--- config.mk ---
export PLATFORM = sky130hd
export DESIGN_NAME = srx_status
export DESIGN_NICKNAME = d
export VERILOG_FILES = /design/src/srx_pkg.sv /design/src/srx_status.sv /design/src/srx_bit_rx.sv
export SDC_FILE = /design/constraint.sdc
export NUM_CORES = 1
export LEC_CHECK = 0
export BUFFER_PORTS_ARGS = -buffer_cell sky130_fd_sc_hd__buf_2
export CORE_ASPECT_RATIO = 1.25
export CORE_MARGIN = 4
export CORE_UTILIZATION = 59
export DETAILED_ROUTE_END_ITERATION = 16
export GPL_ROUTABILITY_DRIVEN = 0
export PLACE_DENSITY = 0.88
export RECOVER_POWER = 100
export SYNTH_ARGS = -nofsm -noshare
export SYNTH_HDL_FRONTEND = slang
export SYNTH_SLANG_ARGS = --single-unit
--- constraint.sdc ---
create_clock -name CLK -period 3.5 [get_ports CLK]
set_input_delay 0.35 -clock CLK [delete_from_list [all_inputs] [get_ports CLK]]
set_output_delay 0.35 -clock CLK [all_outputs]
set_load 0.03 [all_outputs]
--- src/srx_pkg.sv ---
// constants shared by the serial receive status block and its bit receiver
// assumes a 20 MHz system clock and an apb master with 32-bit data
package srx_pkg;

    // ------------------------------------------------------------
    // timing
    // ------------------------------------------------------------
    localparam int unsigned CLK_PERIOD_NS = 50;
    localparam int unsigned BIT_UNIT_NS   = 800;
    localparam logic [15:0] BIT_UNIT_CYC  =
        16'((BIT_UNIT_NS + CLK_PERIOD_NS - 1) / CLK_PERIOD_NS);

    // ------------------------------------------------------------
    // register indices, byte address is four times the index
    // ------------------------------------------------------------
    localparam logic [9:0] IDX_STATUS = 10'h050;
    localparam logic [9:0] IDX_DATA   = 10'h051;
    localparam logic [9:0] IDX_BAUD   = 10'h052;
    localparam logic [9:0] IDX_CTL1   = 10'h053;
    localparam logic [9:0] IDX_CTL2   = 10'h054;
    localparam logic [9:0] IDX_ERPR   = 10'h055;
    localparam logic [9:0] IDX_ETPR   = 10'h057;
    localparam logic [9:0] IDX_ISTAT  = 10'h058;
    localparam logic [9:0] IDX_IMASK  = 10'h059;

    // ------------------------------------------------------------
    // reset values
    // ------------------------------------------------------------
    localparam logic [7:0] STATUS_RST = 8'hc0;
    localparam logic [7:0] BAUD_RST   = 8'h00;
    localparam logic [7:0] CTL1_RST   = 8'h00;
    localparam logic [7:0] CTL2_RST   = 8'h00;
    localparam logic [7:0] PRE_RST    = 8'h00;
    localparam logic [7:0] DATA_RST   = 8'h00;
    localparam logic [3:0] IMASK_RST  = 4'h0;

    // ------------------------------------------------------------
    // field positions
    // ------------------------------------------------------------
    localparam int C1_R8   = 7;
    localparam int C1_INTERFACE_DISABLE = 5;
    localparam int C1_M    = 4;
    localparam int C1_WAKE = 3;
    localparam int C1_PCE  = 2;
    localparam int C1_PS   = 1;
    localparam int C1_PIE  = 0;
    localparam int C2_RIE  = 5;
    localparam int C2_IDLE_IRQ_ENABLE = 4;
    localparam int C2_RE   = 2;
    localparam int C2_RWU  = 1;
    localparam int IQ_RXF  = 0;
    localparam int IQ_IDLE = 1;
    localparam int IQ_ERR  = 2;
    localparam int IQ_PE   = 3;

    typedef enum logic [1:0] {
        RX_IDLE  = 2'b00,
        RX_START = 2'b01,
        RX_DATA  = 2'b11,
        RX_STOP  = 2'b10
    } srx_rx_state_t;

    typedef enum logic [3:0] {
        SEL_NONE, SEL_STATUS, SEL_DATA, SEL_BAUD, SEL_CTL1,
        SEL_CTL2, SEL_ERPR, SEL_ETPR, SEL_ISTAT, SEL_IMASK
    } srx_sel_t;

endpackage : srx_pkg

--- src/srx_status.sv ---
// receive status, buffer and register file of the serial interface
// assumes an apb master on CLK; RXD is synchronous to CLK
//
// Operation
// - character completing while receive-full still set flags overrun
// - a received break is reported as a framing error
// - idle frame sets idle flag; interrupt when idle enable and unmasked
// - status bits txe,tc,rxf,idle,or,nf,fe,pe; reset c0
// - control two holds interrupt, enable, wakeup, break bits; reset 0
// - control one holds ninth bits, disable, length, parity; reset 0
// - baud register: prescaler 7:6, transmit 5:3, receive 2:0
// - received character sets receive-full and may interrupt
// - data enters lsb first; ninth bit goes into control one
`timescale 1ns/1ps
module srx_status
    import srx_pkg::*;
(
    input  wire logic        CLK,
    input  wire logic        RST_B,
    input  wire logic        PSEL,
    input  wire logic        PENABLE,
    input  wire logic        PWRITE,
    input  wire logic [11:0] PADDR,
    input  wire logic [31:0] PWDATA,
    output logic      [31:0] PRDATA,
    output logic             PREADY,
    output logic             PSLVERR,
    input  wire logic        RXD,
    input  wire logic        I_MASK,
    output logic             IRQ
);

    typedef struct packed {
        logic        rxf;
        logic        idle;
        logic        ovr;
        logic        nf;
        logic        fe;
        logic        pe;
        logic        armed;
        logic [7:0]  rx_buf;
        logic [7:0]  tx_buf;
        logic [7:0]  baud;
        logic [7:0]  ctl1;
        logic [7:0]  ctl2;
        logic [7:0]  erpr;
        logic [7:0]  etpr;
        logic [3:0]  irq_stat;
        logic [3:0]  irq_mask;
        logic [15:0] period;
        logic [31:0] prdata;
        logic        pready;
        logic        pslverr;
        logic        irq;
    } srx_top_t;

    srx_top_t  s_r;
    srx_top_t  s_nxt;
    srx_sel_t  sel;
    logic      setup;
    logic      acc;
    logic      clr;
    logic      take;
    logic      mute;
    logic      msb;
    logic      rx_done;
    logic      rx_idle;
    logic [8:0] rx_word;
    logic      rx_fe;
    logic      rx_nf;
    logic      rx_pe;
    logic [3:0] src_en;

    // ------------------------------------------------------------
    // helpers
    // ------------------------------------------------------------
    // misaligned or unmapped addresses decode to nothing
    function automatic srx_sel_t srx_decode(input logic [11:0] a);
        srx_sel_t sl;
        sl = SEL_NONE;
        if (a[1:0] == 2'b00) begin
            case (a[11:2])
                IDX_STATUS: sl = SEL_STATUS;
                IDX_DATA:   sl = SEL_DATA;
                IDX_BAUD:   sl = SEL_BAUD;
                IDX_CTL1:   sl = SEL_CTL1;
                IDX_CTL2:   sl = SEL_CTL2;
                IDX_ERPR:   sl = SEL_ERPR;
                IDX_ETPR:   sl = SEL_ETPR;
                IDX_ISTAT:  sl = SEL_ISTAT;
                IDX_IMASK:  sl = SEL_IMASK;
                default:    sl = SEL_NONE;
            endcase
        end
        return sl;
    endfunction : srx_decode

    // bit time grows with the common prescaler, doubles per receive step
    function automatic logic [15:0] srx_period(input logic [7:0] b);
        logic [15:0] p;
        p = 16'(BIT_UNIT_CYC * {14'h0, b[7:6]} + BIT_UNIT_CYC);
        return 16'(p << b[2:0]);
    endfunction : srx_period

    function automatic logic [7:0] srx_status_byte(input srx_top_t s);
        return {STATUS_RST[7:6], s.rxf, s.idle, s.ovr, s.nf, s.fe, s.pe};
    endfunction : srx_status_byte

    assign sel    = srx_decode(PADDR);
    assign setup  = PSEL && !PENABLE;
    assign acc    = PSEL && PENABLE && s_r.pready;
    assign clr    = acc && !PWRITE && sel == SEL_DATA && s_r.armed;
    assign mute   = s_r.ctl2[C2_RWU];
    assign msb    = s_r.ctl1[C1_M] ? rx_word[8] : rx_word[7];
    // in wakeup mode only an address mark gets through, and only with address-mark wake selected
    assign take   = rx_done && (!mute || (s_r.ctl1[C1_WAKE] && msb));
    // receive-full and the error event share the receive enable
    assign src_en = {s_r.ctl1[C1_PIE], s_r.ctl2[C2_RIE],
                     s_r.ctl2[C2_IDLE_IRQ_ENABLE], s_r.ctl2[C2_RIE]};

    // ------------------------------------------------------------
    // bit receiver
    // ------------------------------------------------------------
    srx_bit_rx u_rx (
        .clk     (CLK),
        .rst_b   (RST_B),
        .rxd     (RXD),
        .en      (s_r.ctl2[C2_RE] && !s_r.ctl1[C1_INTERFACE_DISABLE]),
        .nine    (s_r.ctl1[C1_M]),
        .par_en  (s_r.ctl1[C1_PCE]),
        .par_odd (s_r.ctl1[C1_PS]),
        .period  (s_r.period),
        .done    (rx_done),
        .idle    (rx_idle),
        .word    (rx_word),
        .fe      (rx_fe),
        .nf      (rx_nf),
        .pe      (rx_pe)
    );

    // ------------------------------------------------------------
    // next state
    // ------------------------------------------------------------
    always_comb begin
        s_nxt        = s_r;
        // one wait-free access: ready rises for the access phase only
        s_nxt.pready = setup;
        s_nxt.period = srx_period(s_r.baud);

        if (setup) begin
            s_nxt.pslverr = (sel == SEL_NONE);
            case (sel)
                SEL_STATUS: s_nxt.prdata = {24'h0, srx_status_byte(s_r)};
                SEL_DATA:   s_nxt.prdata = {24'h0, s_r.rx_buf};
                SEL_BAUD:   s_nxt.prdata = {24'h0, s_r.baud};
                SEL_CTL1:   s_nxt.prdata = {24'h0, s_r.ctl1};
                SEL_CTL2:   s_nxt.prdata = {24'h0, s_r.ctl2};
                SEL_ERPR:   s_nxt.prdata = {24'h0, s_r.erpr};
                SEL_ETPR:   s_nxt.prdata = {24'h0, s_r.etpr};
                SEL_ISTAT:  s_nxt.prdata = {28'h0, s_r.irq_stat};
                SEL_IMASK:  s_nxt.prdata = {28'h0, s_r.irq_mask};
                default:    s_nxt.prdata = 32'h0;
            endcase
        end

        // first step of the clearing sequence: any status access
        if (acc && sel == SEL_STATUS) s_nxt.armed = 1'b1;
        if (clr) begin
            s_nxt.armed = 1'b0;
            s_nxt.rxf   = 1'b0;
            s_nxt.idle  = 1'b0;
            s_nxt.ovr   = 1'b0;
            s_nxt.nf    = 1'b0;
            s_nxt.fe    = 1'b0;
            s_nxt.pe    = 1'b0;
        end

        // status writes fall into the default branch: it is read-only
        if (acc && PWRITE) begin
            case (sel)
                SEL_DATA: s_nxt.tx_buf = PWDATA[7:0];
                SEL_BAUD: s_nxt.baud = PWDATA[7:0];
                // received ninth bit is written by hardware only
                SEL_CTL1: s_nxt.ctl1 = {s_r.ctl1[C1_R8], PWDATA[6:0]};
                SEL_CTL2: s_nxt.ctl2 = PWDATA[7:0];
                SEL_ERPR: s_nxt.erpr = PWDATA[7:0];
                SEL_ETPR: s_nxt.etpr = PWDATA[7:0];
                SEL_ISTAT: s_nxt.irq_stat = s_r.irq_stat & ~PWDATA[3:0];
                SEL_IMASK: s_nxt.irq_mask = PWDATA[3:0];
                default: s_nxt.baud = s_r.baud;
            endcase
        end

        // ------------------------------------------------------------
        // receive events; they come after the clears so a set wins
        // ------------------------------------------------------------
        if (rx_idle) begin
            // wakeup by idle line only releases the mute, flags stay
            if (mute && !s_r.ctl1[C1_WAKE]) begin
                s_nxt.ctl2[C2_RWU] = 1'b0;
            end else begin
                s_nxt.idle              = 1'b1;
                s_nxt.armed             = 1'b0;
                s_nxt.irq_stat[IQ_IDLE] = 1'b1;
            end
        end

        if (take) begin
            // a fresh status access is needed before the next clear
            s_nxt.armed        = 1'b0;
            s_nxt.ctl2[C2_RWU] = 1'b0;
            if (s_r.rxf && !clr) begin
                // buffer still unread: new character is lost
                s_nxt.ovr              = 1'b1;
                s_nxt.irq_stat[IQ_ERR] = 1'b1;
            end else begin
                s_nxt.rxf    = 1'b1;
                s_nxt.rx_buf = rx_word[7:0];
                if (s_r.ctl1[C1_M]) s_nxt.ctl1[C1_R8] = rx_word[8];
                s_nxt.fe     = rx_fe;
                s_nxt.nf     = rx_nf;
                s_nxt.pe     = rx_pe;
                s_nxt.irq_stat[IQ_RXF] = 1'b1;
                if (rx_fe || rx_nf) s_nxt.irq_stat[IQ_ERR] = 1'b1;
                if (rx_pe) s_nxt.irq_stat[IQ_PE] = 1'b1;
            end
        end

        // cpu-wide mask blocks the line but keeps events pending
        s_nxt.irq = !I_MASK && |(s_r.irq_stat & s_r.irq_mask & src_en);
    end

    // ------------------------------------------------------------
    // registers
    // ------------------------------------------------------------
    // receive buffer resets to zero so a first read is never unknown
    always_ff @(posedge CLK or negedge RST_B) begin
        if (!RST_B) begin
            s_r <= '{rx_buf: DATA_RST, tx_buf: DATA_RST, baud: BAUD_RST,
                     ctl1: CTL1_RST, ctl2: CTL2_RST, erpr: PRE_RST,
                     etpr: PRE_RST, irq_mask: IMASK_RST,
                     period: BIT_UNIT_CYC, default: '0};
        end else begin
            s_r <= s_nxt;
        end
    end

    assign PRDATA  = s_r.prdata;
    assign PREADY  = s_r.pready;
    assign PSLVERR = s_r.pslverr;
    assign IRQ     = s_r.irq;
endmodule : srx_status

--- src/srx_bit_rx.sv ---
// bit receiver: start detect, lsb-first shifting, stop check, idle frames
// assumes rxd is synchronous to clk and period is at least four cycles
`timescale 1ns/1ps
module srx_bit_rx
    import srx_pkg::*;
(
    input  wire logic        clk,
    input  wire logic        rst_b,
    input  wire logic        rxd,
    input  wire logic        en,
    input  wire logic        nine,
    input  wire logic        par_en,
    input  wire logic        par_odd,
    input  wire logic [15:0] period,
    output logic             done,
    output logic             idle,
    output logic [8:0]       word,
    output logic             fe,
    output logic             nf,
    output logic             pe
);

    typedef struct packed {
        srx_rx_state_t st;
        logic [15:0]   cnt;
        logic [3:0]    bits;
        logic [3:0]    idles;
        logic [8:0]    shf;
        logic          pre;
        logic          line;
        logic          noise;
        logic          armed;
        logic          done;
        logic          idle;
        logic [8:0]    word;
        logic          fe;
        logic          nf;
        logic          pe;
    } srx_rx_t;

    srx_rx_t     r;
    srx_rx_t     n;
    logic [15:0] half;
    logic [15:0] last;
    logic [3:0]  nb;
    logic [8:0]  w;

    assign half = {1'b0, period[15:1]};
    assign last = 16'(period - 16'h1);
    assign nb   = nine ? 4'h9 : 4'h8;
    assign w    = nine ? r.shf : {1'b0, r.shf[8:1]};

    // ------------------------------------------------------------
    // next state
    // ------------------------------------------------------------
    always_comb begin
        n      = r;
        n.done = 1'b0;
        n.idle = 1'b0;
        n.line = rxd;
        n.cnt  = 16'(r.cnt + 16'h1);
        // two samples around mid-bit; disagreement counts as noise
        if (r.cnt == 16'(half - 16'h1)) n.pre = rxd;
        if (r.cnt == half && r.st != RX_IDLE && rxd != r.pre)
            n.noise = 1'b1;
        case (r.st)
            RX_IDLE: begin
                if (!rxd) begin
                    n.cnt   = 16'h0;
                    n.idles = 4'h0;
                    n.noise = 1'b0;
                    if (r.line && en) n.st = RX_START;
                end else if (r.cnt == last) begin
                    n.cnt = 16'h0;
                    if (r.armed) n.idles = 4'(r.idles + 4'h1);
                end
                // a whole frame of high line after a character
                if (r.armed && r.idles == 4'(nb + 4'h2)) begin
                    n.idle  = 1'b1;
                    n.armed = 1'b0;
                    n.idles = 4'h0;
                end
            end
            RX_START: begin
                if (r.cnt == half && rxd) begin
                    n.st = RX_IDLE;
                end else if (r.cnt == last) begin
                    n.st   = RX_DATA;
                    n.cnt  = 16'h0;
                    n.bits = 4'h0;
                end
            end
            RX_DATA: begin
                if (r.cnt == half) n.shf = {rxd, r.shf[8:1]};
                if (r.cnt == last) begin
                    n.cnt  = 16'h0;
                    n.bits = 4'(r.bits + 4'h1);
                    if (r.bits == 4'(nb - 4'h1)) n.st = RX_STOP;
                end
            end
            RX_STOP: begin
                if (r.cnt == half) begin
                    n.done  = 1'b1;
                    n.fe    = !rxd;
                    n.nf    = n.noise;
                    n.word  = w;
                    n.pe    = par_en && ((^w) != par_odd);
                    n.st    = RX_IDLE;
                    n.cnt   = 16'h0;
                    n.idles = 4'h0;
                    n.armed = 1'b1;
                end
            end
            default: n.st = RX_IDLE;
        endcase
        if (!en) begin
            n.st    = RX_IDLE;
            n.armed = 1'b0;
        end
    end

    always_ff @(posedge clk or negedge rst_b) begin
        if (!rst_b) r <= '{st: RX_IDLE, default: '0};
        else        r <= n;
    end

    assign done = r.done;
    assign idle = r.idle;
    assign word = r.word;
    assign fe   = r.fe;
    assign nf   = r.nf;
    assign pe   = r.pe;
endmodule : srx_bit_rx

# Yosys cells after proc, flatten, opt, wreduce, memory -nomap -nowiden
# Cells that the tools add are included.
# word_totals
register_bits	167
word_cells	212
output_inout_bits	35
# op_classes
n_shift	1
reduce_logical	51
addsub	8
mux	68
eq_ne	42
bitwise_logic	5
# op_table
cell	count
equality test 10 x 7 -> 1 bit, second input constant	9
case mux 18 bit (4 select lines)	1
case mux 8 bit (9 select lines)	1
two-way mux 22 bit	2
case mux 4 bit (9 select lines)	1
equality test 16 bit	2
two-way mux 1 bit	32
two-way mux 16 bit	2
two-way mux 4 bit	8
two-way mux 26 bit	1
two-way mux 8 bit	3
!= test 3 bit, second input constant	7
logical AND 1 bit	20
two-way mux 20 bit	1
two-way mux 18 bit	1
AND reduction 2 bit	9
adder 16 x 1 -> 16 bit, second input constant	1
equality test 16 x 15 -> 1 bit	1
equality test 4 x 3 -> 1 bit, second input constant	4
two-way mux 2 bit	8
case mux 4 bit (2 select lines)	2
left shift 7 x 3 -> 16 bit	1
subtractor 15 x 1 -> 16 bit, second input constant	1
subtractor 16 x 1 -> 16 bit, second input constant	1
33 further kinds	56

# Longest topological paths before layout
# logic_depth
word_depth	10
depth_mapped	12
mapped_depth_nobuf	9

# By module
# A second synthesis with hierarchy kept.
# hier_totals
cells_unflattened	816
area_unflattened_um2	8237.9
# by_module_without_submodules
module	n_inst	area_each_um2	cells_each
srx_status	1	4319.1	384
srx_bit_rx	1	3918.8	432

# Worst setup path before layout
# OpenSTA, ideal clock, no wires.
# synth_timing
path_type	reg-to-reg
startpoint	register s_r[39] (netlist name)
endpoint	register u_rx.r[34] (netlist name)
arrival_time_ns	2.746
synth_period_minus_slack_ns	2.872
path_stages_with_launch	12
n_path_buf	2
setup_time_ns	0.126
required_time_ns	3.374
path_slack_ns	0.628
path_cell_list	dfstp_2 clkbuf_1 inv_1 ha_1 or3b_1 buf_2 or4_4 nand2_1 nand4_1 nor4_4 nand2_2 a221o_1
# synth_via
elab_chain_len	4
elab_cells_between_ends	8
cone_classes	1 x add/sub; 5 x eq/ne; 2 x reduce/logical
# synth_lines
item	line	rtl
start: declaration	srx_status.sv:57	srx_top_t s_r;
start signal: assignment	srx_status.sv:239	s_r <= '{rx_buf: DATA_RST, tx_buf: DATA_RST, baud: BAUD_RST,
start signal: assignment	srx_status.sv:244	s_r <= s_nxt;
subtractor 16 x 1 -> 16 bit or equality test 16 x 15 -> 1 bit (tied branches)	srx_bit_rx.sv:49, srx_bit_rx.sv:85	
equality test 16 bit or logical AND 1 bit (tied branches)	srx_bit_rx.sv:87, srx_bit_rx.sv:95, srx_bit_rx.sv:85	
!= test 2 x 1 -> 1 bit (no line) or != test 2 bit (tied branches)	-	
AND reduction 4 bit (no line) (*)	-	
end signal: assignment	srx_bit_rx.sv:124	else r <= n;
end: declaration	srx_bit_rx.sv:41	srx_rx_t r;
# Every way passes the cells marked *; elsewhere a longest branch is shown, timed or not.
# A chain may end at the register's enable or synchronous reset.

# Worst setup path in the final report
# layout_timing
startpoint	register s_r[40] (netlist name)
endpoint	register u_rx.r[29] (netlist name)
# layout_via
elab_chain_len	4
elab_cells_between_ends	6
cone_classes	1 x add/sub; 4 x eq/ne; 1 x reduce/logical
# layout_lines
item	line	rtl
subtractor 16 x 1 -> 16 bit	srx_bit_rx.sv:49	assign last = 16'(period - 16'h1);
equality test 16 bit	srx_bit_rx.sv:73	end else if (r.cnt == last) begin
!= test 4 x 2 -> 1 bit (no line)	-	
AND reduction 4 bit (no line) (*)	-	
# Marked as above.

==> results.sh <==
export IMPL_status="finished, violations left"
export IMPL_violations="capacitance limit, slew limit"
export IMPL_gr_total_overflow=0
export IMPL_finalCriticalPeriod_ns=3.20
export IMPL_routed_via_density=6.37
export IMPL_worst_clock_skew_ns=0.00955
export IMPL_grt_max_degree=124
export IMPL_post_cts_setup_buffer_count=0
export IMPL_ys_seq_elements=137
export IMPL_multiInputGateArea_um2=3670
export IMPL_die_y_um=134
export IMPL_post_synth_cell_area_avg_um2=10.2
export IMPL_die_area_um2=14600
export IMPL_max_slew_margin_pct=-99.4
export IMPL_grt_most_used_layer="met2"
export IMPL_timing_hold_worst_class="in -> reg"
export IMPL_grt_use_met3_pct=6.36
export IMPL_required_ns=3.81
export IMPL_timing_worst_slew_pin_value_ns=2.99
export IMPL_drt_wl_total_mm=18.2
export IMPL_cts_tree="yes"
export IMPL_worst_endpoint_arrival_ns=3.51
export IMPL_mostFrequentLayoutCell="dfrtp_1"
export IMPL_cts_repair_resized=0
export IMPL_cts_max_level=4
export IMPL_synthesis_area_um2=7520
export IMPL_r2r_setup_slack_ns=0.30
export IMPL_achievable_frequency_mhz=312
export IMPL_width_of_the_die_um=109
export IMPL_period_share_pct=91.5
export IMPL_report_final_slew_viol_count=124
export IMPL_drt_first_iter_violations=741
export IMPL_syn_instance_count=734
export IMPL_post_layout_nonfiller_instances=930
export IMPL_clk_transition_reported_paths_ns=0.06
export IMPL_setup_violations_final=0
export IMPL_clk_latency_ns=0.43
export IMPL_numPortBuffers=37
export IMPL_final_setup_worst_slack_ns=0.296
export IMPL_worstSetupStartpointType="flop"
export IMPL_place_detailed_instances=898
export IMPL_cts_buffer_depth=2
export IMPL_holdWs_ns=0.0900
export IMPL_area_sequential_um2=3430
export IMPL_layout_cells_most_common_list="dfrtp_1, nand2_1, mux2_2"
export IMPL_path_class="reg -> reg"
export IMPL_vias=5926
export IMPL_grt_pass1_wl_mm=29.7
export IMPL_cts_num_sinks=137
export IMPL_groute_layer_met2_usage_pct=43.3
export IMPL_cap_violations=1
export IMPL_antenna_fix_cells=0
export IMPL_wire_per_inst_um=19.6
export IMPL_boundaryPins=86
export IMPL_fillCellCount=878
export IMPL_synth_edf_count=0
export IMPL_critical_path_endpoint_type="flop"
export IMPL_cts_buffers=17
export IMPL_layout_area_overhead_vs_synth_pct=8.32
export IMPL_synth_seq_area_share_pct=45.6
export IMPL_critical_path_max_fanout=9
export IMPL_standard_cell_rows=45
export IMPL_grt_util_met1_pct=31.9
export IMPL_unrepaired_setup_endpoints_after_global_routing="false"
export IMPL_detail_route_first_pass_iterations=5
export IMPL_nets=810
export IMPL_leakage_uw=0.00368
export IMPL_layout_drive_gt1_share_pct=17.5
export IMPL_antenna_violating_nets_post_route=0
export IMPL_setup_tns_final_ns=0
export IMPL_asyncSetResetFlopFracSynth_pct=100
export IMPL_dp_final_hpwl_mm=12.3
export IMPL_hold_fix_buffers_cts=0
export IMPL_drc_errors=0
export IMPL_dp_slack_ns=0.347
export IMPL_globalRouteTotalUtil_pct=25.8
export IMPL_first_global_vias=5968
export IMPL_ys_dominant_reg_cell="dfrtp_1"
export IMPL_grt_antenna_before_repair=0
export IMPL_starting_density_of_the_core_pct=61.0
export IMPL_clock_root_buffer="clkbuf_16"
export IMPL_fin_total_pwr_uw=3450
export IMPL_cellPowerDensity_nw_per_um2=424
export IMPL_design_core_area_um2=12300
export IMPL_ys_types=72
export IMPL_max_vdd_ir_drop_uv=396
export IMPL_final_hold_violation_count=0
export IMPL_yosys_warnings=0
through the flow:
stage               utilization (%)  cell area (um2)
floorplan                         -             7610
global placement               62.3             7680
detailed placement             62.3             7680
CTS                            66.8             8240
global route                   66.1             8150
finish                         66.1             8150
cells by family (layout without fill, tap and decap cells):
| kind of cell | Yosys count | after routing | synth area share (%) |
|---|---|---|---|
| flops | 137 | 137 | 45.6 |
| other cells | 1 | 24 | 0.0498 |
| buf+inv | 88 | 97 | 6.25 |
| compound gates | 116 | 116 | 10.9 |
| mux | 84 | 84 | 12.2 |
| simple gates | 244 | 244 | 17.3 |
| fa+ha+maj | 6 | 6 | 0.998 |
| xor+xnor | 58 | 58 | 6.75 |
layout make-up:
cell class / instances / share of cell area, %
Inverter: 17 / 0.783
Sequential cell: 137 / 42.1
Multi-Input combinational cell: 532 / 45.0
Tap cell: 164 / 2.52
Timing Repair Buffer: 48 / 2.72
Clock inverter: 11 / 1.07
Clock buffer: 21 / 5.77
state kept, by name, summed over array words and instances (netlist names):
register / flops
u_rx.fe: 1
u_rx.done: 1
mute: 1
u_rx.nf: 1
u_rx.pe: 1
PRDATA: 8
IRQ: 1
u_rx.r: 39
PREADY: 1
u_rx.word: 9
s_r: 72
u_rx.idle: 1
PSLVERR: 1
power by group:
part / total (uW) / internal [uW] / switching (uW)
sequential: 1600 / 1590 / 10.1
clock: 1690 / 969 / 722
combinational: 157 / 36.7 / 120
total: 3450 / 2600 / 853
worst max-delay path: stages (launching register included):
cell and delay, ns:
dfrtp_1 0.43, inv_1 0.08, ha_1 0.21, or3b_1 0.48
or4_1 0.54, a21oi_1 0.18, nand4_1 0.17, nor4_4 0.51
o22ai_1 0.16, a311o_1 0.30
path summary, 6_finish.rpt:
path / start / to / cells after the start
max in group asynchronous: RST_B / s_r[52] / 1
worst max register to register: s_r[40] / u_rx.r[29] / 9
worst max-delay path: s_r[40] / u_rx.r[29] / 9
worst min register to register: PSLVERR / PSLVERR / 2
worst min-delay path: I_MASK / IRQ / 2
min in group asynchronous: RST_B / u_rx.r[49] / 1
metal layers:
| metal | up-vias | part of all wire, % | wire length (um) |
|---|---|---|---|
| li1 | 2602 | - | - |
| met4 | 0 | 3.9 | 701 |
| met3 | 87 | 7.2 | 1310 |
| met5 | - | 0 | 0 |
| met2 | 317 | 51 | 9310 |
| met1 | 2920 | 38 | 6880 |
synthesized netlist by cell type, drive strengths merged (18+ instances only):
| library cell | count | area share, % |
|---|---|---|
| o21ai | 26 | 1.7 |
| xor2 | 19 | 2.2 |
| nor2 | 51 | 2.6 |
| nand2 | 66 | 3.3 |
| mux2 | 61 | 9.1 |
| clkbuf | 33 | 1.7 |
| nand3 | 24 | 1.6 |
| a21oi | 20 | 1.4 |
| xnor2 | 39 | 4.5 |
| dfrtp | 136 | 45 |
| buf | 38 | 3.7 |
| nor3 | 18 | 1.3 |
| mux2i | 23 | 3.1 |
Note: power is estimated with default switching activity, not from simulation.
